### config.mk
export PLATFORM = sky130hd
export DESIGN_NAME = led_mode_control
export DESIGN_NICKNAME = d
export VERILOG_FILES = /design/src/shared/led_mode_pkg.sv /design/src/logic/edge_sync.sv /design/src/logic/led_mode_control.sv
export SDC_FILE = /design/constraint.sdc
export NUM_CORES = 1
export LEC_CHECK = 0
export ABC_CLOCK_PERIOD_IN_PS = 2000
export BUFFER_PORTS_ARGS = -buffer_cell sky130_fd_sc_hd__buf_2
export CAP_MARGIN = 20
export CORE_MARGIN = 1.5
export CORE_UTILIZATION = 24
export DETAILED_ROUTE_END_ITERATION = 10
export SYNTH_ARGS = -nofsm -noshare
export SYNTH_HDL_FRONTEND = slang
export SYNTH_SLANG_ARGS = --single-unit
export TNS_END_PERCENT = 20
### constraint.sdc
create_clock -name ref_clk -period 2 [get_ports ref_clk]
set_input_delay 0 -clock ref_clk [delete_from_list [all_inputs] [get_ports ref_clk]]
set_output_delay 0 -clock ref_clk [all_outputs]
set_load 0.03 [all_outputs]
### src/shared/led_mode_pkg.sv
// Package: constants, modes and carrier structs for the LED driver mode control
package led_mode_pkg;
  localparam int STRINGS        = 4;
  localparam int ADC_BITS       = 7;
  localparam int CUR_BITS       = 5;
  localparam int REF_BITS       = 7;
  localparam logic [6:0] REF_DEFAULT = 7'h7f;  // Full scale code stands for the 1.25V reference
  localparam logic [4:0] CUR_DEFAULT = 5'h1f;
  localparam int SS_BITS        = 8;
  localparam logic [7:0] SS_FULL     = 8'hff;
  // Serial command codes carried on cmd_code
  localparam logic [2:0] CMD_NONE       = 3'h0;
  localparam logic [2:0] CMD_IDLE_ENTER = 3'h1;
  localparam logic [2:0] CMD_IDLE_EXIT  = 3'h2;
  localparam logic [2:0] CMD_SET_CUR    = 3'h3;
  localparam logic [2:0] CMD_SET_REF    = 3'h4;

  // Gray coded along normal -> lockout -> thermal -> idle -> ovp -> power down
  typedef enum logic [2:0] {
    MODE_NORMAL     = 3'h0,
    MODE_LOW_SUPPLY = 3'h1,
    MODE_THERMAL    = 3'h3,
    MODE_IDLE_HOLD  = 3'h2,
    MODE_OVERVOLT   = 3'h6,
    MODE_POWER_DOWN = 3'h7
  } mode_e;

  typedef struct packed {
    logic supply_low;
    logic supply_ok;
    logic temp_hot;
    logic temp_cool;
    logic output_overvoltage;
    logic cs_primary;
    logic cs_secondary;
  } analog_flags_s;

  typedef struct packed {
    logic       valid;
    logic [2:0] code;
    logic [1:0] index;
    logic [6:0] data;
  } serial_cmd_s;
endpackage

### src/logic/edge_sync.sv
// Two-stage synchroniser with a rising edge pulse on the synchronised level
`timescale 1ns/10ps
module edge_sync #(
  parameter int WIDTH = 1
) (
  input  wire logic             ref_clk,
  input  wire logic             rst_n,
  input  wire logic [WIDTH-1:0] async_in,
  output logic      [WIDTH-1:0] level,
  output logic      [WIDTH-1:0] rise
);
  logic [WIDTH-1:0] stage1;
  logic [WIDTH-1:0] stage2;
  logic [WIDTH-1:0] prev;

  initial begin
    if (WIDTH < 1) $error("WIDTH must be positive");
  end

  always_ff @(posedge ref_clk or negedge rst_n) begin
    if (!rst_n) begin
      stage1 <= '0;
      stage2 <= '0;
      prev   <= '0;
    end else begin
      stage1 <= async_in;
      stage2 <= stage1;
      prev   <= stage2;
    end
  end

  assign level = stage2;
  assign rise  = stage2 & ~prev;
endmodule // edge_sync

### src/logic/led_mode_control.sv
// Mode control for a four-string LED driver: modes, gating, soft-start and current limits
//
// Function
// - Reset lands in power down with sinks off, left once enable is high; six modes exist.
// - Supply below falling threshold locks out sinks and switcher until rising threshold.
// - Over-temperature stops sinks and switcher until die cools by hysteresis.
// - Enable pin low forces power down of everything but shunt clamp.
// - Enable high or clocked leaves power down immediately.
// - Serial command enters idle hold; sinks and switcher off, bias stays on.
// - Only the serial exit command leaves idle hold.
// - Any switcher deactivation discharges soft-start for a full restart.
// - Overvoltage latches gate drive off; cleared by enable toggle, power, idle hold.
// - Primary current limit holds gate off for rest of switching cycle.
// - Secondary limit ends cycle, discharges soft-start, restarts with soft-start.
// - Serial writes set each string current and regulator setting any time.
// - Converted drain voltage of every sink readable over serial interface.
// - Reference defaults to full value; writes may set any value up to it.
// - Readback of drain voltages lets the host detect shorts and opens.
// - External clock on enable starts each switching cycle on its rising edge.
// - Measurements, including output voltage, reported at seven-bit resolution.
`timescale 1ns/10ps
module led_mode_control #(
  parameter int OSC_DIV = 200
) (
  input  wire logic                                      ref_clk,
  input  wire logic                                      rst_n,
  input  wire logic                                      enable_sync_input,
  input  wire led_mode_pkg::analog_flags_s               flags_async,
  input  wire led_mode_pkg::serial_cmd_s                 cmd,
  input  wire logic [led_mode_pkg::STRINGS*led_mode_pkg::ADC_BITS-1:0] drain_adc,
  input  wire logic [led_mode_pkg::ADC_BITS-1:0]         vout_adc,
  output logic                                           switch_gate_drive,
  output logic [led_mode_pkg::STRINGS-1:0]               sink_enable,
  output logic [led_mode_pkg::STRINGS*led_mode_pkg::CUR_BITS-1:0] sink_current,
  output logic [led_mode_pkg::REF_BITS-1:0]              feedback_ref,
  output logic                                           soft_start_discharge,
  output logic [led_mode_pkg::SS_BITS-1:0]               soft_start_level,
  output logic                                           bias_enable,
  output logic [led_mode_pkg::STRINGS*led_mode_pkg::ADC_BITS-1:0] drain_report,
  output logic [led_mode_pkg::ADC_BITS-1:0]              vout_report,
  output led_mode_pkg::mode_e                            mode
);
  initial begin
    if (OSC_DIV < 2) $error("OSC_DIV must be at least 2");
  end

  // ==========================================================
  // Input synchronisation
  // ==========================================================
  localparam int NSYNC = 8;
  logic [NSYNC-1:0] sync_level;
  logic [NSYNC-1:0] sync_rise;

  edge_sync #(.WIDTH(NSYNC)) u_sync (
    .ref_clk  (ref_clk),
    .rst_n    (rst_n),
    .async_in ({enable_sync_input, flags_async}),
    .level    (sync_level),
    .rise     (sync_rise)
  );

  led_mode_pkg::analog_flags_s flags;
  wire enable_level = sync_level[NSYNC-1];
  wire enable_rise  = sync_rise[NSYNC-1];
  assign flags = led_mode_pkg::analog_flags_s'(sync_level[NSYNC-2:0]);

  // ==========================================================
  // Fault latches and mode selection
  // ==========================================================
  logic low_supply;
  logic thermal;
  logic idle_hold;
  logic ovp_latch;
  logic enable_prev;
  logic power_down;

  // A low phase shorter than one internal period is a sync clock, not a shutdown request
  localparam int LOW_W = $clog2(OSC_DIV + 1);
  logic [LOW_W-1:0] low_count;
  wire low_full        = low_count == LOW_W'(OSC_DIV - 1);
  wire next_power_down = !enable_level && (power_down || low_full);

  wire cmd_idle_enter = cmd.valid && cmd.code == led_mode_pkg::CMD_IDLE_ENTER;
  wire cmd_idle_exit  = cmd.valid && cmd.code == led_mode_pkg::CMD_IDLE_EXIT;
  wire enable_fall    = enable_prev && !enable_level;
  // Shutdown by enable, idle hold entry or power cycle (reset) clear the overvoltage latch
  wire ovp_clear      = power_down || idle_hold || cmd_idle_enter;

  wire next_low_supply = flags.supply_low ? 1'b1 : (flags.supply_ok ? 1'b0 : low_supply);
  wire next_thermal    = flags.temp_hot ? 1'b1 : (flags.temp_cool ? 1'b0 : thermal);
  // Set wins over clear so an overvoltage in the clearing cycle is not lost
  wire next_ovp        = flags.output_overvoltage || (ovp_latch && !ovp_clear);

  always_ff @(posedge ref_clk or negedge rst_n) begin
    if (!rst_n) begin
      low_supply  <= 1'b0;
      thermal     <= 1'b0;
      idle_hold   <= 1'b0;
      ovp_latch   <= 1'b0;
      enable_prev <= 1'b0;
      power_down  <= 1'b1;
      low_count   <= '0;
    end else begin
      power_down  <= next_power_down;
      low_count   <= enable_level ? '0 : (low_full ? low_count : low_count + LOW_W'(1));
      low_supply  <= next_low_supply;
      thermal     <= next_thermal;
      ovp_latch   <= next_ovp;
      enable_prev <= enable_level;
      if (cmd_idle_enter) begin
        idle_hold <= 1'b1;
      end else if (cmd_idle_exit) begin
        idle_hold <= 1'b0;
      end
    end
  end

  // Power down outranks everything; supply, thermal and idle latches stay set underneath it, overvoltage clears
  led_mode_pkg::mode_e next_mode;
  assign next_mode = power_down    ? led_mode_pkg::MODE_POWER_DOWN :
                     low_supply    ? led_mode_pkg::MODE_LOW_SUPPLY :
                     thermal       ? led_mode_pkg::MODE_THERMAL    :
                     idle_hold     ? led_mode_pkg::MODE_IDLE_HOLD  :
                     ovp_latch     ? led_mode_pkg::MODE_OVERVOLT   :
                                     led_mode_pkg::MODE_NORMAL;

  // Sinks stay off while any sink-disabling condition remains
  wire sinks_off   = power_down || low_supply || thermal || idle_hold;
  wire switch_off  = sinks_off || ovp_latch;

  // ==========================================================
  // Switching cycle timing
  // ==========================================================
  localparam int DIV_W = $clog2(OSC_DIV + 1);
  logic [DIV_W-1:0] osc_count;
  logic             ext_sync;
  logic             cycle_start;

  wire osc_wrap = osc_count == DIV_W'(OSC_DIV - 1);
  // A rising edge after a fall within the current internal period means an external clock is present
  wire ext_edge = enable_rise && enable_prev == 1'b0 && ext_sync;

  always_ff @(posedge ref_clk or negedge rst_n) begin
    if (!rst_n) begin
      osc_count   <= '0;
      ext_sync    <= 1'b0;
      cycle_start <= 1'b0;
    end else begin
      if (enable_fall) begin
        ext_sync <= 1'b1;
      end else if (osc_wrap) begin
        ext_sync <= 1'b0;
      end
      // An external edge restarts the internal period so sync overrides it
      if (enable_rise || osc_wrap) begin
        osc_count <= '0;
      end else begin
        osc_count <= osc_count + DIV_W'(1);
      end
      cycle_start <= ext_edge || (osc_wrap && !ext_sync);
    end
  end

  // ==========================================================
  // Soft-start and gate drive
  // ==========================================================
  logic cycle_block;

  wire ss_discharge = switch_off || flags.cs_secondary;
  // A limit hit in the cycle-start cycle still blocks: set wins over clear
  wire next_block   = flags.cs_primary ? 1'b1 : (cycle_start ? 1'b0 : cycle_block);

  always_ff @(posedge ref_clk or negedge rst_n) begin
    if (!rst_n) begin
      cycle_block          <= 1'b0;
      soft_start_level     <= '0;
      soft_start_discharge <= 1'b1;
      switch_gate_drive    <= 1'b0;
    end else begin
      cycle_block          <= next_block;
      soft_start_discharge <= ss_discharge;
      if (ss_discharge) begin
        soft_start_level <= '0;
      end else if (cycle_start && soft_start_level != led_mode_pkg::SS_FULL) begin
        soft_start_level <= soft_start_level + 8'h01;
      end
      // Gate on from cycle start until a limit or disable ends the on-time
      if (ss_discharge || flags.cs_primary) begin
        switch_gate_drive <= 1'b0;
      end else if (cycle_start && soft_start_level != '0) begin
        switch_gate_drive <= 1'b1;
      end else if (next_block) begin
        switch_gate_drive <= 1'b0;
      end
    end
  end

  // ==========================================================
  // Serial settings and measurement readback
  // ==========================================================
  logic [led_mode_pkg::STRINGS*led_mode_pkg::CUR_BITS-1:0] cur_regs;
  logic [led_mode_pkg::REF_BITS-1:0]                       ref_reg;

  wire set_ref_ok = cmd.valid && cmd.code == led_mode_pkg::CMD_SET_REF
                    && cmd.data <= led_mode_pkg::REF_DEFAULT;

  genvar gi;
  generate
    for (gi = 0; gi < led_mode_pkg::STRINGS; gi++) begin : g_str
      wire hit = cmd.valid && cmd.code == led_mode_pkg::CMD_SET_CUR && cmd.index == 2'(gi);
      always_ff @(posedge ref_clk or negedge rst_n) begin
        if (!rst_n) begin
          cur_regs[gi*led_mode_pkg::CUR_BITS +: led_mode_pkg::CUR_BITS] <= led_mode_pkg::CUR_DEFAULT;
        end else if (hit) begin
          cur_regs[gi*led_mode_pkg::CUR_BITS +: led_mode_pkg::CUR_BITS] <=
            cmd.data[led_mode_pkg::CUR_BITS-1:0];
        end
      end
    end
  endgenerate

  always_ff @(posedge ref_clk or negedge rst_n) begin
    if (!rst_n) begin
      ref_reg      <= led_mode_pkg::REF_DEFAULT;
      sink_enable  <= '0;
      sink_current <= '0;
      feedback_ref <= led_mode_pkg::REF_DEFAULT;
      bias_enable  <= 1'b0;
      drain_report <= '0;
      vout_report  <= '0;
      mode         <= led_mode_pkg::MODE_NORMAL;
    end else begin
      if (set_ref_ok) begin
        ref_reg <= cmd.data;
      end
      sink_enable  <= {led_mode_pkg::STRINGS{!sinks_off}};
      sink_current <= cur_regs;
      feedback_ref <= ref_reg;
      bias_enable  <= !power_down;
      drain_report <= drain_adc;
      vout_report  <= vout_adc;
      mode         <= next_mode;
    end
  end
endmodule // led_mode_control

==> summary by stage, run 1 <==
Run status
The run finished with clean final reports.

Clocking
The worst-skew pair later-pin latency is 0.41 ns. The count of clock tree sinks is about 150. The tree is rooted in a sky130_fd_sc_hd__clkbuf_16.

Counting the buffers created by CTS gives 17. After clock tree synthesis, the clock-pin slew on the worst setup and hold paths is around 0.07 ns. In this run, post-CTS repair resized a total of 0 instances. The clock passes through at most 2 buffers. The TritonCTS clock tree is yes. The number of levels the H-tree was split into is 4.

STA
The final worst-path setup slack is ~0.30 ns. Static timing analysis puts the maximum clock frequency at slightly below 600 MHz. Dividing the final minimum period by the clock period gives 0.8511. Setup violations remaining at the end of the flow were counted as 0. The worst clock skew is 0.007397 ns. The final number of max-transition violations is 0. At the pin with the least slew margin, the transition time is about 0.56 ns. The count of final hold-check violations is 0. Headroom to the max-slew limit came out at 0.6258. The routed design could run at a clock period as short as ~1.7 ns. After routing, the total negative slack on setup checks comes to 0 ns. Setup repair after global routing left no endpoint under its margin.

Floorplanning
The die extent in y is between 100 and 150 um. The initial core utilization is 0.2460. In this run the horizontal extent of the chip is around 140 um.

The total area inside the core boundary comes to approximately 0.020 mm2. The number of placement rows is 51. The total I/O pin count is 138. The area enclosed by the die boundary is between 0.02 and 0.025 mm2.

Global route
The number of global-route vias before repair is ~3.4k. The total routing usage reported by global routing is 0.1133. The total grt overflow is 0.

The number of antenna violations at the first check in global routing is 0. Entering global routing, the biggest net connects between 60 and 70 pins. The first-pass GRT wire length is roughly 18 mm.

Placed design
The post-placement worst setup slack is 0.3002 ns. The detailed placement HPWL is 7.340 mm. The total of buffers placed on input and output ports is between 100 and 150.

The global placement routability congestion is between 0.7 and 0.8. The placed instance count is about 700.

Flow run
The reported max-cap violation count is 0.

Synthesis
The total standard cell area after synthesis is a little under 0.005 mm2. Sorting the synthesized cells by area gives the leading types as sky130_fd_sc_hd__dfrtp_1 (57%), sky130_fd_sc_hd__dfstp_2 (20%), sky130_fd_sc_hd__mux2_2 (6.3%), sky130_fd_sc_hd__xor2_1 (2.4%), sky130_fd_sc_hd__nor2_1 (1.9%). Synthesis produced a netlist with a net count of 366.

The count of flip-flops with a built-in enable after synthesis is 0. Synthesis produced 304 cells. After synthesis, the share of flip-flops with an asynchronous set or reset is 1.000.

The number of different library cells in the post-synthesis netlist is 42. The portion of synthesized cell area occupied by the leading cell type is 0.5659. sky130_fd_sc_hd__dfrtp_1 takes more of the synthesized area than any other cell. The post-synthesis register bit count is approximately 150. The sequential share of the synthesized area is 0.7622. The number of synthesis warnings is 0. The synthesized area per cell is ~16 um2. Among all flip-flop cells after synthesis, the most frequent one is sky130_fd_sc_hd__dfrtp_1.

Pwr
In this run the static leakage power is 3.261 nW. IR analysis of the VDD net gives a maximum drop of 0.5645 mV. The power density over the cells is 1105 mW/mm2.

Setup path
The class of the most critical setup path is register to register. The critical path endpoint category is a register. The startpoint identified for the worst register-to-register timing path is soft_start_level[1]$_DFFE_PN0P_. The end of the worst register-to-register path is soft_start_level[6]$_DFFE_PN0P_. The setup check on the worst reg-to-reg path leaves a slack of ~0.30 ns. Walking the worst path, the cells encountered are ha_1, nand3_2, or3b_1, or3_1, a21oi_1. The largest single stage delay on the critical path is 0.42 ns.

Along the worst path, the maximum fanout reaches 5. The type of element launching the critical path is a register. Data on the critical path arrives at its endpoint at 2.04 ns. Measured in cells, the most critical reg-to-reg path has a length of 5. For the worst setup path, the data required time is 2.34 ns. The cell with the largest stage delay on the worst path is sky130_fd_sc_hd__or3b_1.

Final layout
The number of diodes added for antenna fixing is 0. The number of flip-flops in the largest register is 28. The number of non-filler instances in the completed layout is between 700 and 800. The net count of the finished layout is around 570. The share of cells above drive strength 1 is 0.4665.

The largest registers in the layout are drain_report: 28 flops, cur_regs: 20 flops, sink_current: 20 flops. drain_report holds more flip-flops than any other register. The post-layout utilization of the core is 0.3572. The growth of design area from synthesis to finish is 45.17%.

Hold path
For hold timing, the worst endpoint is cur_regs[12]$_DFFE_PN1P_. The worst hold path begins at cmd[7]. The worst hold path was traced through 3 stages. In this run the worst hold path is classified as primary input to register.

Routing
Once detail routing completed, the nets flagged for antenna violations numbered 0. The detailed router placed between 3k and 4k vias in this run. In the routed design, unresolved DRC markers number 0. Summed over all layers, the routed wires come to 10.66 mm.

The initial detailed-routing violation count is between 100 and 150. Dividing the detail-routed wire length by the instance count gives 13.53 um. The number of detailed-route iterations in the first pass is 6. The via density per instance is around 4.
## cell usage after synthesis (3+ instances only)
cell	number
sky130_fd_sc_hd__o21ai_0	7
sky130_fd_sc_hd__dfstp_2	36
sky130_fd_sc_hd__mux2_2	27
sky130_fd_sc_hd__xor2_1	13
sky130_fd_sc_hd__inv_1	12
sky130_fd_sc_hd__nor2_1	24
sky130_fd_sc_hd__a21oi_1	5
sky130_fd_sc_hd__buf_4	3
sky130_fd_sc_hd__and3_1	6
sky130_fd_sc_hd__nand2_1	6
sky130_fd_sc_hd__nor3_2	3
sky130_fd_sc_hd__ha_1	4
sky130_fd_sc_hd__nand3_1	7
sky130_fd_sc_hd__dfrtp_1	109
sky130_fd_sc_hd__xnor2_1	4
sky130_fd_sc_hd__nand4_1	3
## through the flow
step	total power [mW]	hold WS (ns)	instance area [um2]
after floorplan	4.016	-0.2956	4820
after global placement	4.359	-0.03325	5837
after detailed placement	4.389	-0.02667	5837
after CTS	7.891	0.03852	6997
after global routing	8.123	0.06994	6997
final	7.734	0.06188	6997
## where the power goes
group          internal, mW  switching [mW]  total, mW  leakage, nW
combinational         0.345           0.558      0.903         1.24
clock                  2.04            1.29       3.33        0.307
sequential             3.35           0.155       3.51         1.71
## layout by cell type, fill, tap and decap left out, types with 12 or more instances in the layout
cell type	Yosys	final
sky130_fd_sc_hd__clkbuf_16	0	17
sky130_fd_sc_hd__inv_1	12	12
sky130_fd_sc_hd__dfrtp_1	109	109
sky130_fd_sc_hd__nor2_1	24	24
sky130_fd_sc_hd__dfstp_2	36	36
sky130_fd_sc_hd__mux2_2	27	27
sky130_fd_sc_hd__buf_2	0	136
sky130_fd_sc_hd__xor2_1	13	13
sky130_fd_sc_hd__dlygate4sd3_1	0	53
## worst max path at each step
stage	startpoint	endpoint	slack [ns]
after global placement	soft_start_level[1]$_DFFE_PN0P_	soft_start_level[6]$_DFFE_PN0P_	0.38
after floorplan	soft_start_level[1]$_DFFE_PN0P_	soft_start_level[6]$_DFFE_PN0P_	0.21
after global routing	soft_start_level[1]$_DFFE_PN0P_	soft_start_level[6]$_DFFE_PN0P_	0.16
after CTS	soft_start_level[1]$_DFFE_PN0P_	soft_start_level[6]$_DFFE_PN0P_	0.29
final	soft_start_level[1]$_DFFE_PN0P_	soft_start_level[6]$_DFFE_PN0P_	0.30
after detailed placement	soft_start_level[1]$_DFFE_PN0P_	soft_start_level[6]$_DFFE_PN0P_	0.30
## repair_timing
| action | in CTS | in global routing |
|---|---|---|
| endpoints found under the hold margin | 168 | 0 |
| hold buffers | 53 | 0 |
| buffers inserted | 0 | 0 |
## layer usage
metal | wire (um) | global-route usage | part of all wire
met1 | 4486 | 0.1302 | 0.42
met4 | 299 | 0.05848 | 0.028
met3 | 536 | 0.04212 | 0.050
met2 | 5339 | 0.1848 | 0.50
met5 | 0 | 0 | 0
## critical path, delay by kind of cell, from the launching register on
kind | cells | cell delay, ns
simple gates | 3 | 0.86
flops | 1 | 0.40
fa+ha+maj | 1 | 0.21
compound gates | 1 | 0.16
## final cells by class
cell class / instances / area [um2]
fill: 1923 / 12590
sequential: 145 / 3674
timing repair buffer: 193 / 1257
multi-input combinational: 141 / 1060
clock buffer: 18 / 439.2
tap: 265 / 331.6
clock inverter: 14 / 190.2
inverter: 12 / 45.04
## cells by family (layout without fill, tap and decap cells)
family / Yosys count / in the layout / synth area share
xor+xnor: 17 / 17 / 0.03089
compound gates: 23 / 23 / 0.03037
flops: 145 / 145 / 0.7622
simple gates: 68 / 68 / 0.08100
buf+inv: 18 / 237 / 0.01791
fa+ha+maj: 4 / 4 / 0.01038
mux: 29 / 29 / 0.06724
(Power assumes the default switching activity.)
==> inputs of run 2 (changes only) <==
--- a/config.mk
+++ b/config.mk
@@ -5,6 +5,7 @@
 export SDC_FILE = /design/constraint.sdc
 export NUM_CORES = 1
 export LEC_CHECK = 0
+export ABC_AREA = 1
 export ABC_CLOCK_PERIOD_IN_PS = 2000
 export BUFFER_PORTS_ARGS = -buffer_cell sky130_fd_sc_hd__buf_2
 export CAP_MARGIN = 20
==> run 2 against run 1 <==
Core utilization fell by 0.19 points. Combinational power grew 1%. Setup slack improved by 0.15 ns. Die area increased by 3.1%. Global-route usage down 0.27 points. Critical endpoint is now cur_regs[11]$_DFFE_PN1P_. Largest cell class unchanged. Highest routed layer unchanged.
==> summary by stage, run 2 <==
Final layout
The share of cells above drive strength 1 is 0.3654 (-0.1012). The count of filler cells inserted in the layout is 2,017 (+4.9%). Relative to the synthesized area, the layout overhead comes to 44.94%. The final layout net count came to 684 (+20%). The library cells used most frequently in the layout, excluding fill and tap cells, are sky130_fd_sc_hd__buf_2 (136), sky130_fd_sc_hd__dfrtp_1 (109), sky130_fd_sc_hd__nand2_1 (87). The number of flip-flops in the largest register is 28 (unchanged). drain_report holds more flip-flops than any other register. In the final layout, the registers with the most flip-flops are drain_report: 28 flops, cur_regs: 20 flops, sink_current: 20 flops.

The post-route standard cell area excluding fillers was 0.007211 mm2 (+3.1%). The most common cell after layout, fill and taps aside is sky130_fd_sc_hd__buf_2. The number of diodes added for antenna fixing is 0 (unchanged).

Synthesis
The synthesized net count is 474 (+30%). The number of different library cells in the post-synthesis netlist was 28 (-33%). The commonest cells after synthesis are sky130_fd_sc_hd__dfrtp_1 (109), sky130_fd_sc_hd__nand2_1 (87), sky130_fd_sc_hd__dfstp_2 (36), sky130_fd_sc_hd__o21ai_1 (36), sky130_fd_sc_hd__nor2_1 (34).

The most common cell in the netlist is sky130_fd_sc_hd__dfrtp_1. The async set or reset register ratio after synthesis is 1.000 (unchanged). The portion of synthesized cell area occupied by the leading cell type came to 0.5483 (-0.01765). The count of flip-flops with a built-in enable after synthesis was 0 (unchanged).

The number of synthesis warnings came to 0 (unchanged). The post-synthesis register bit count is 145 (unchanged). The total standard cell area after synthesis is 0.004975 mm2 (+3.2%). By area the synthesized netlist is led by sky130_fd_sc_hd__dfrtp_1 (55%), sky130_fd_sc_hd__dfstp_2 (19%), sky130_fd_sc_hd__nand2_1 (6.6%), sky130_fd_sc_hd__o21ai_1 (3.6%), sky130_fd_sc_hd__nor2_1 (2.6%). The synthesized area per cell is 12.07 um2 (-24%). The instance count of the mapped netlist is 412 (+36%).

The most area-hungry cell type in the Yosys netlist is sky130_fd_sc_hd__dfrtp_1. The flip-flop cell with the highest count after synthesis is sky130_fd_sc_hd__dfrtp_1. The sequential share of the synthesized area is 0.7384 (-0.02377).

STA
The maximum achievable frequency is 642.5 MHz (+9.4%). The transition time of the tightest slew-check pin is 0.5573 ns (-0.001619 ns). The part of the cycle the worst path needs is 0.7782 (-0.07284).

The count of final hold-check violations came to 0 (unchanged). The final worst-path setup slack is 0.4435 ns (+0.1457 ns). The worst clock skew came to 0.004928 ns (-0.002468 ns). The setup TNS is 0 ns (unchanged).

The minimum period implied by the final worst setup slack is 1.556 ns (-0.1457 ns). The number of setup violations in the final report is 0 (unchanged). The final number of max-transition violations was 0 (unchanged). Setup repair after global routing left no endpoint under its margin.

The headroom to the max-slew limit is 0.6285 (+0.002712).

Floorplanning
The total I/O pin count was 138 (unchanged). The initial core utilization is 0.2451 (-0.0009551). The core box area came to 0.02030 mm2 (+3.6%). The die boundary width came to 147.0 um (+1.6%). The number of placement rows is 52 (+2.0%).

The area enclosed by the die boundary is 0.02160 mm2 (+3.1%). The die extent in y came to 147.0 um (+1.6%).

Pwr
The switching component of the power is 2.156 mW (+7.8%). The power density over the cells was 1065 mW/mm2 (-3.6%). The cell-internal power is 5.526 mW (-3.6%). The sequential group share of total power is 0.452 (about the same). The switching portion of total power is 0.2807 (+0.02215). The maximum vdd ir drop is 0.5141 mV (-8.9%).

The share of power burned in combinational logic is 0.119 (+0.002). The portion of total power attributed to the clock network is 0.429 (about the same). The leakage power of the design is 3.476 nW (+6.6%).

Placed design
The total of buffers placed on input and output ports is 137 (unchanged). The post-placement worst setup slack came to 0.5534 ns (+0.2532 ns). The detailed placement HPWL is 7.488 mm (+2.0%). The global placement routability congestion is 0.7977 (+7.3%). The post-place instance area came to 0.006017 mm2 (+3.1%).

Clocking
The count of clock tree sinks is 145 (unchanged). The worst-skew pair later-pin latency is 0.41 ns (about the same). The buffers inserted during post-CTS setup optimization is 0 (unchanged). The number of buffers on the longest clock path was 2 (unchanged). The number of levels the H-tree was split into is 4 (unchanged). TritonCTS built the clock tree. The total clock buffers created by CTS is 17 (unchanged).

The root buffer cell chosen for the clock tree is sky130_fd_sc_hd__clkbuf_16. The post-CTS clock slew at the launch and capture registers of the worst setup and hold paths is 0.07 ns (about the same).

Hold path
The min-delay analysis places its worst path in the category primary input to register.

Routing
The overall via count from detail_route is 3,564 (+13%). The number of detailed-route iterations in the first pass is 5 (-1). The final wirelength is 11.15 mm (+4.5%). The via density per instance is 3.938 (-1.3%). The routed wirelength normalized by instance count was 12.32 um (-9.0%). The number of nets with antenna violations after detailed routing came to 0 (unchanged). The initial detailed-routing violation count was 202 (+92%). The number of DRC violations after detailed routing is 0 (unchanged).

Flow run
The reported max-cap violation count is 0 (unchanged).

Global route
The total grt overflow is 0 (unchanged). The total routing usage reported by global routing is 0.1106 (-0.002685). The maximum number of pins on one net before global-route repair is 61 (-10%). The number of antenna violations at the first check in global routing is 0 (unchanged).

The first-pass GRT wire length is 18.52 mm (+5.4%). The number of global-route vias before repair is 3,716 (+9.6%).

Setup path
The biggest fanout along the worst timing path was 10 (+5). The worst endpoint required time is 2.34 ns (about the same). The critical path data arrival time is 1.90 ns (-0.14 ns). STA classifies the critical path startpoint as a primary input.

The worst setup path is captured at a register. The critical path in this run is classified as primary input to register.

Run status
The flow ran to the end, and the final reports show no timing, DRC or antenna violations.
[run 2: worst paths after layout]
kind / start / end / depth (start not counted) / slack [ns]
max: cmd[9] / cur_regs[11]$_DFFE_PN1P_ / 8 / 0.44
min: cmd[10] / idle_hold$_DFFE_PN0P_ / 6 / 0.008
max reg2reg: soft_start_level[1]$_DFFE_PN0P_ / soft_start_level[6]$_DFFE_PN0P_ / 6 / 0.57
min reg2reg: u_sync.stage1[7]$_DFF_PN0_ / u_sync.level[7]$_DFF_PN0_ / 0 / 0.35
max in group asynchronous: rst_n / soft_start_discharge$_DFF_PN1_ / 3 / 1.17
min in group asynchronous: rst_n / vout_report[3]$_DFF_PN0_ / 2 / 0.13
[run 2: layout make-up]
class | instances | area [um2] | area share
sequential | 145 | 3674 | 0.5095
timing repair buffer | 195 | 1292 | 0.1792
multi-input combinational | 220 | 1111 | 0.1541
clock buffer | 18 | 450.4 | 0.06247
tap | 270 | 337.8 | 0.04685
clock inverter | 14 | 182.7 | 0.02533
inverter | 43 | 162.7 | 0.02256
[run 2: routing by layer]
layer	vias to the layer above	track usage	part of all wire
met3	12	0.04845	0.082
met5	-	0	0
li1	1747	-	-
met1	1677	0.1349	0.44
met4	0	0.03200	0.011
met2	128	0.1776	0.47
[run 2: per-stage QoR]
| stage | utilization | hold WS, ns | total power [mW] | std cells |
|---|---|---|---|---|
| 2_1_floorplan | - | -0.2956 | 4.005 | 412 |
| 3_3_place_gp | 0.2964 | 0.01326 | 4.347 | 817 |
| 3_5_place_dp | 0.2964 | 0.01011 | 4.361 | 817 |
| 4_1_cts | 0.3552 | 0.007513 | 7.796 | 905 |
| 5_1_grt | 0.3552 | 0.04942 | 8.033 | 905 |
| 6_report | 0.3552 | 0.008148 | 7.683 | 905 |
[run 2: worst max-delay path, stage by stage]
cell and delay [ns]:
sky130_fd_sc_hd__dlygate4sd3_1 0.53, sky130_fd_sc_hd__buf_2 0.13, sky130_fd_sc_hd__nand2_1 0.09, sky130_fd_sc_hd__nor2_4 0.27, sky130_fd_sc_hd__nand3_4 0.18, sky130_fd_sc_hd__nand2_1 0.09
sky130_fd_sc_hd__o21ai_1 0.06, sky130_fd_sc_hd__dlygate4sd3_1 0.55
[run 2: repair_timing]
item	in CTS	in global routing
hold buffers	56	0
hold endpoints to repair	131	0
gates resized for setup	0	0
[run 2: cells by family (layout without fill, tap and decap cells)]
family	count (synthesis)	count (layout)	synth area share
XOR/XNOR	3	3	0.005283
buffers and inverters	47	270	0.03823
flip-flops	145	145	0.7384
AND/OR/NAND/NOR	165	165	0.1562
adder cells (fa/ha/maj)	4	4	0.01006
AO/OA/AOI/OAI	48	48	0.05181
[run 2: power by group through the flow]
stage	sequential [mW]	clock, mW	combinational (mW)
final	3.47	3.29	0.916
after global routing	3.51	3.52	1.00
after CTS	3.47	3.40	0.927
after detailed placement	3.52	0	0.839
after global placement	3.52	0	0.832
after floorplan	3.79	0	0.212
==> inputs of run 3 (changes only) <==
--- a/config.mk
+++ b/config.mk
@@ -6,7 +6,7 @@
 export NUM_CORES = 1
 export LEC_CHECK = 0
 export ABC_AREA = 1
-export ABC_CLOCK_PERIOD_IN_PS = 2000
+export ABC_CLOCK_PERIOD_IN_PS = 1250
 export BUFFER_PORTS_ARGS = -buffer_cell sky130_fd_sc_hd__buf_2
 export CAP_MARGIN = 20
 export CORE_MARGIN = 1.5
==> constraint.sdc (replaced) <==
create_clock -name ref_clk -period 1.25 [get_ports ref_clk]
set_input_delay 0 -clock ref_clk [delete_from_list [all_inputs] [get_ports ref_clk]]
set_output_delay 0 -clock ref_clk [all_outputs]
set_load 0.03 [all_outputs]
==> run 3 against run 2 <==
The flow now finishes with violations (negative setup slack). Clock power is 48% higher. Combinational power is 70% higher. Critical path depth is 1 lower. First-iteration DRC count is 15% lower. Core utilization is 1.0 points higher. Total power is 56% higher. Global-route usage is 0.47 points higher. Non-clock buffer count is 23 higher. Register-to-register slack worse by 0.57 ns. Via count is 2.0% higher. Hold slack better by 0.0091 ns. Largest cell class unchanged.
==> summary by stage, run 3 (synthesis results as in run 2) <==
Final layout
The post-route standard cell area excluding fillers is 0.007417 mm2 (+2.9%). The growth of design area from synthesis to finish is 49.09%. The number of diodes added for antenna fixing is 0 (unchanged). The count of filler cells inserted in the layout came to 2,008 (-0.45%). The most common cell after layout, fill and taps aside is sky130_fd_sc_hd__buf_2.

The share of cells above drive strength 1 is 0.4119 (+0.04650). The number of flip-flops in the largest register is 28 (unchanged). The register ranked first by flip-flop count is drain_report. The largest registers in the layout are drain_report: 28 flops, cur_regs: 20 flops, sink_current: 20 flops. The library cells used most frequently in the layout, excluding fill and tap cells, are sky130_fd_sc_hd__buf_2 (136), sky130_fd_sc_hd__dfrtp_1 (104), sky130_fd_sc_hd__nand2_1 (83). The final layout net count is 707 (+3.4%).

Setup path
The beginning of the worst register-to-register path is osc_count[1]$_DFF_PN0_. The most prevalent standard cell on the critical path is sky130_fd_sc_hd__nand2_1. The class of the most critical setup path is register to register. The worst endpoint required time is 1.55 ns (-0.79 ns). The worst stage delay on the critical path was 0.35 ns (-0.20 ns). The critical path data arrival time came to 1.55 ns (-0.35 ns). The start point of the critical path is osc_count[1]$_DFF_PN0_. STA classifies the critical path endpoint as a register. The critical path goes through ha_2, nand2_2, nor3_2, nand4_1, buf_4, nand2_1, nand2_1. The biggest fanout along the worst timing path is 3 (-7). The cell with the largest stage delay on the worst path is sky130_fd_sc_hd__dfrtp_1.

STA classifies the critical path startpoint as a register.

Floorplanning
The die extent in y is 147.0 um (unchanged). The number of placement rows is 52 (unchanged). The core box area came to 0.02030 mm2 (unchanged). The die boundary width came to 147.0 um (unchanged). The total I/O pin count was 138 (unchanged). The area enclosed by the die boundary came to 0.02160 mm2 (unchanged).

The initial core utilization is 0.2451 (unchanged).

Placed design
The post-place instance area is 0.006225 mm2 (+3.5%). The global placement routability congestion came to 0.7399 (-7.2%). The post-placement worst setup slack was -0.06319 ns (-0.6166 ns). The total of buffers placed on input and output ports is 137 (unchanged). The detailed placement HPWL is 7.896 mm (+5.5%).

STA
Setup repair after global routing could not meet its margin everywhere. The count of final hold-check violations is 0 (unchanged). The transition time of the tightest slew-check pin is 0.5055 ns (-0.05178 ns).

The number of setup violations in the final report is 1 (+1). Counting I/O delays and the setup requirement, the final critical path takes between 1 and 1.5 ns. The headroom to the max-slew limit is 0.6620 (+0.03358).

The final number of max-transition violations was 0 (unchanged). The final worst-path setup slack is -0.001359 ns (-0.4449 ns). The maximum achievable frequency is 799.1 MHz. The part of the cycle the worst path needs is 1.001. The worst clock skew is 0.006890 ns (+0.001962 ns).

Routing
The via density per instance is 3.919 (-0.48%). The final wirelength is 11.36 mm (+1.9%). The routed wirelength normalized by instance count is 12.24 um (-0.61%). The overall via count from detail_route came to 3,637 (+2.0%). The number of nets with antenna violations after detailed routing is 0 (unchanged). The initial detailed-routing violation count was 171 (-15%). The number of DRC violations after detailed routing came to 0 (unchanged). The number of detailed-route iterations in the first pass is 4 (-1).

Pwr
The leakage power of the design was 3.583 nW (+3.1%). The maximum vdd ir drop is 0.9096 mV (+77%). The power density over the cells is 1614 mW/mm2 (+51%).

Flow run
The reported max-cap violation count came to 0 (unchanged).

Clocking
The worst-skew pair later-pin latency is 0.41 ns (about the same). The total clock buffers created by CTS is 17 (unchanged). The count of clock tree sinks is 145 (unchanged). The post-CTS clock slew at the launch and capture registers of the worst setup and hold paths is 0.06 ns (about the same). The number of buffers on the longest clock path is 2 (unchanged). The TritonCTS clock tree is yes. The number of levels the H-tree was split into is 4 (unchanged).

The clock root buffer is sky130_fd_sc_hd__clkbuf_16.

Global route
The maximum number of pins on one net before global-route repair is 51 (-16%). The total grt overflow is 0 (unchanged). The number of global-route vias before repair was 3,906 (+5.1%). The first-pass GRT wire length is 19.50 mm (+5.3%). The number of antenna violations at the first check in global routing was 0 (unchanged).

The total routing usage reported by global routing is 0.1153 (+0.004745).

Hold path
In this run the most critical hold path is launched from cmd[10]. The type of the most critical hold path is primary input to register.

Run status
The final reports fail on negative setup slack. The run finished, with violations left.
-- run 3: cell count changes in the layout (fill, tap and decap cells not counted), moves of 3 or more --
cell and change:
sky130_fd_sc_hd__dfrtp_1 -5, sky130_fd_sc_hd__nor3_1 -3, sky130_fd_sc_hd__nand2_2 +3, sky130_fd_sc_hd__nand2_1 -4
sky130_fd_sc_hd__clkinv_4 +3, sky130_fd_sc_hd__dfrtp_2 +5, sky130_fd_sc_hd__buf_4 +22
-- run 3: path summary, 6_finish.rpt --
| path | to | depth (start not counted) | slack [ns] |
|---|---|---|---|
| worst max-delay path | ext_sync$_DFFE_PN0P_ | 7 | -0.001 |
| worst min-delay path | idle_hold$_DFFE_PN0P_ | 6 | 0.02 |
| worst max register to register | ext_sync$_DFFE_PN0P_ | 7 | -0.001 |
| worst min register to register | u_sync.level[7]$_DFF_PN0_ | 0 | 0.35 |
| max in group asynchronous | sink_current[10]$_DFF_PN0_ | 3 | 0.49 |
| min in group asynchronous | cur_regs[6]$_DFFE_PN1P_ | 2 | 0.13 |
-- run 3: repair_timing --
| item | in CTS | in global routing |
|---|---|---|
| hold buffers | 56 | 0 |
| setup endpoints to repair | 11 | 25 |
| hold endpoints to repair | 216 | 0 |
| pin swaps | 2 | 3 |
| buffers inserted | 1 | 0 |
| resized for setup | 5 | 7 |
-- run 3: layout make-up --
| type | instances | area (um2) | area share |
|---|---|---|---|
| timing repair buffer | 218 | 1478 | 0.1992 |
| sequential | 145 | 3680 | 0.4961 |
| multi-input combinational | 220 | 1176 | 0.1586 |
| clock buffer | 18 | 439.2 | 0.05921 |
| inverter | 43 | 166.4 | 0.02244 |
| clock inverter | 14 | 140.1 | 0.01889 |
| tap | 270 | 337.8 | 0.04555 |
-- run 3: worst max-delay path: cells and delay by family (launching register included) --
family	cells	cell delay [ns]
adders and majority gates	1	0.20
buffers and inverters	1	0.17
DFF	1	0.35
and+or+nand+nor	5	0.42
-- run 3: routing by layer --
metal | routed length [um] | up-vias | GRT usage
li1 | - | 1780 | -
met1 | 5046 | 1744 | 0.1415
met3 | 740 | 9 | 0.04317
met2 | 5444 | 104 | 0.1851
met5 | 0 | - | 0
met4 | 127 | 0 | 0.04300
-- run 3: per-stage QoR --
| step | cells | setup TNS, ns | hold slack [ns] | utilization | power (mW) |
|---|---|---|---|---|---|
| 6_report | 928 | -0.001359 | 0.01725 | 0.3654 | 11.97 |
| 5_1_grt | 928 | -1.516 | 0.07210 | 0.3654 | 12.59 |
| 4_1_cts | 928 | -0.01837 | 0.01122 | 0.3640 | 12.16 |
| 3_5_place_dp | 839 | -0.3711 | -0.1776 | 0.3066 | 7.029 |
| 3_3_place_gp | 839 | 0 | -0.1778 | 0.3066 | 6.998 |
| 2_1_floorplan | 412 | -0.2299 | -0.2956 | - | 6.409 |
-- run 3: where the power goes --
group          switching, mW  internal, mW
registers              0.217          5.33
logic                  0.994         0.566
clock network           2.17          2.70
total                   3.38          8.59
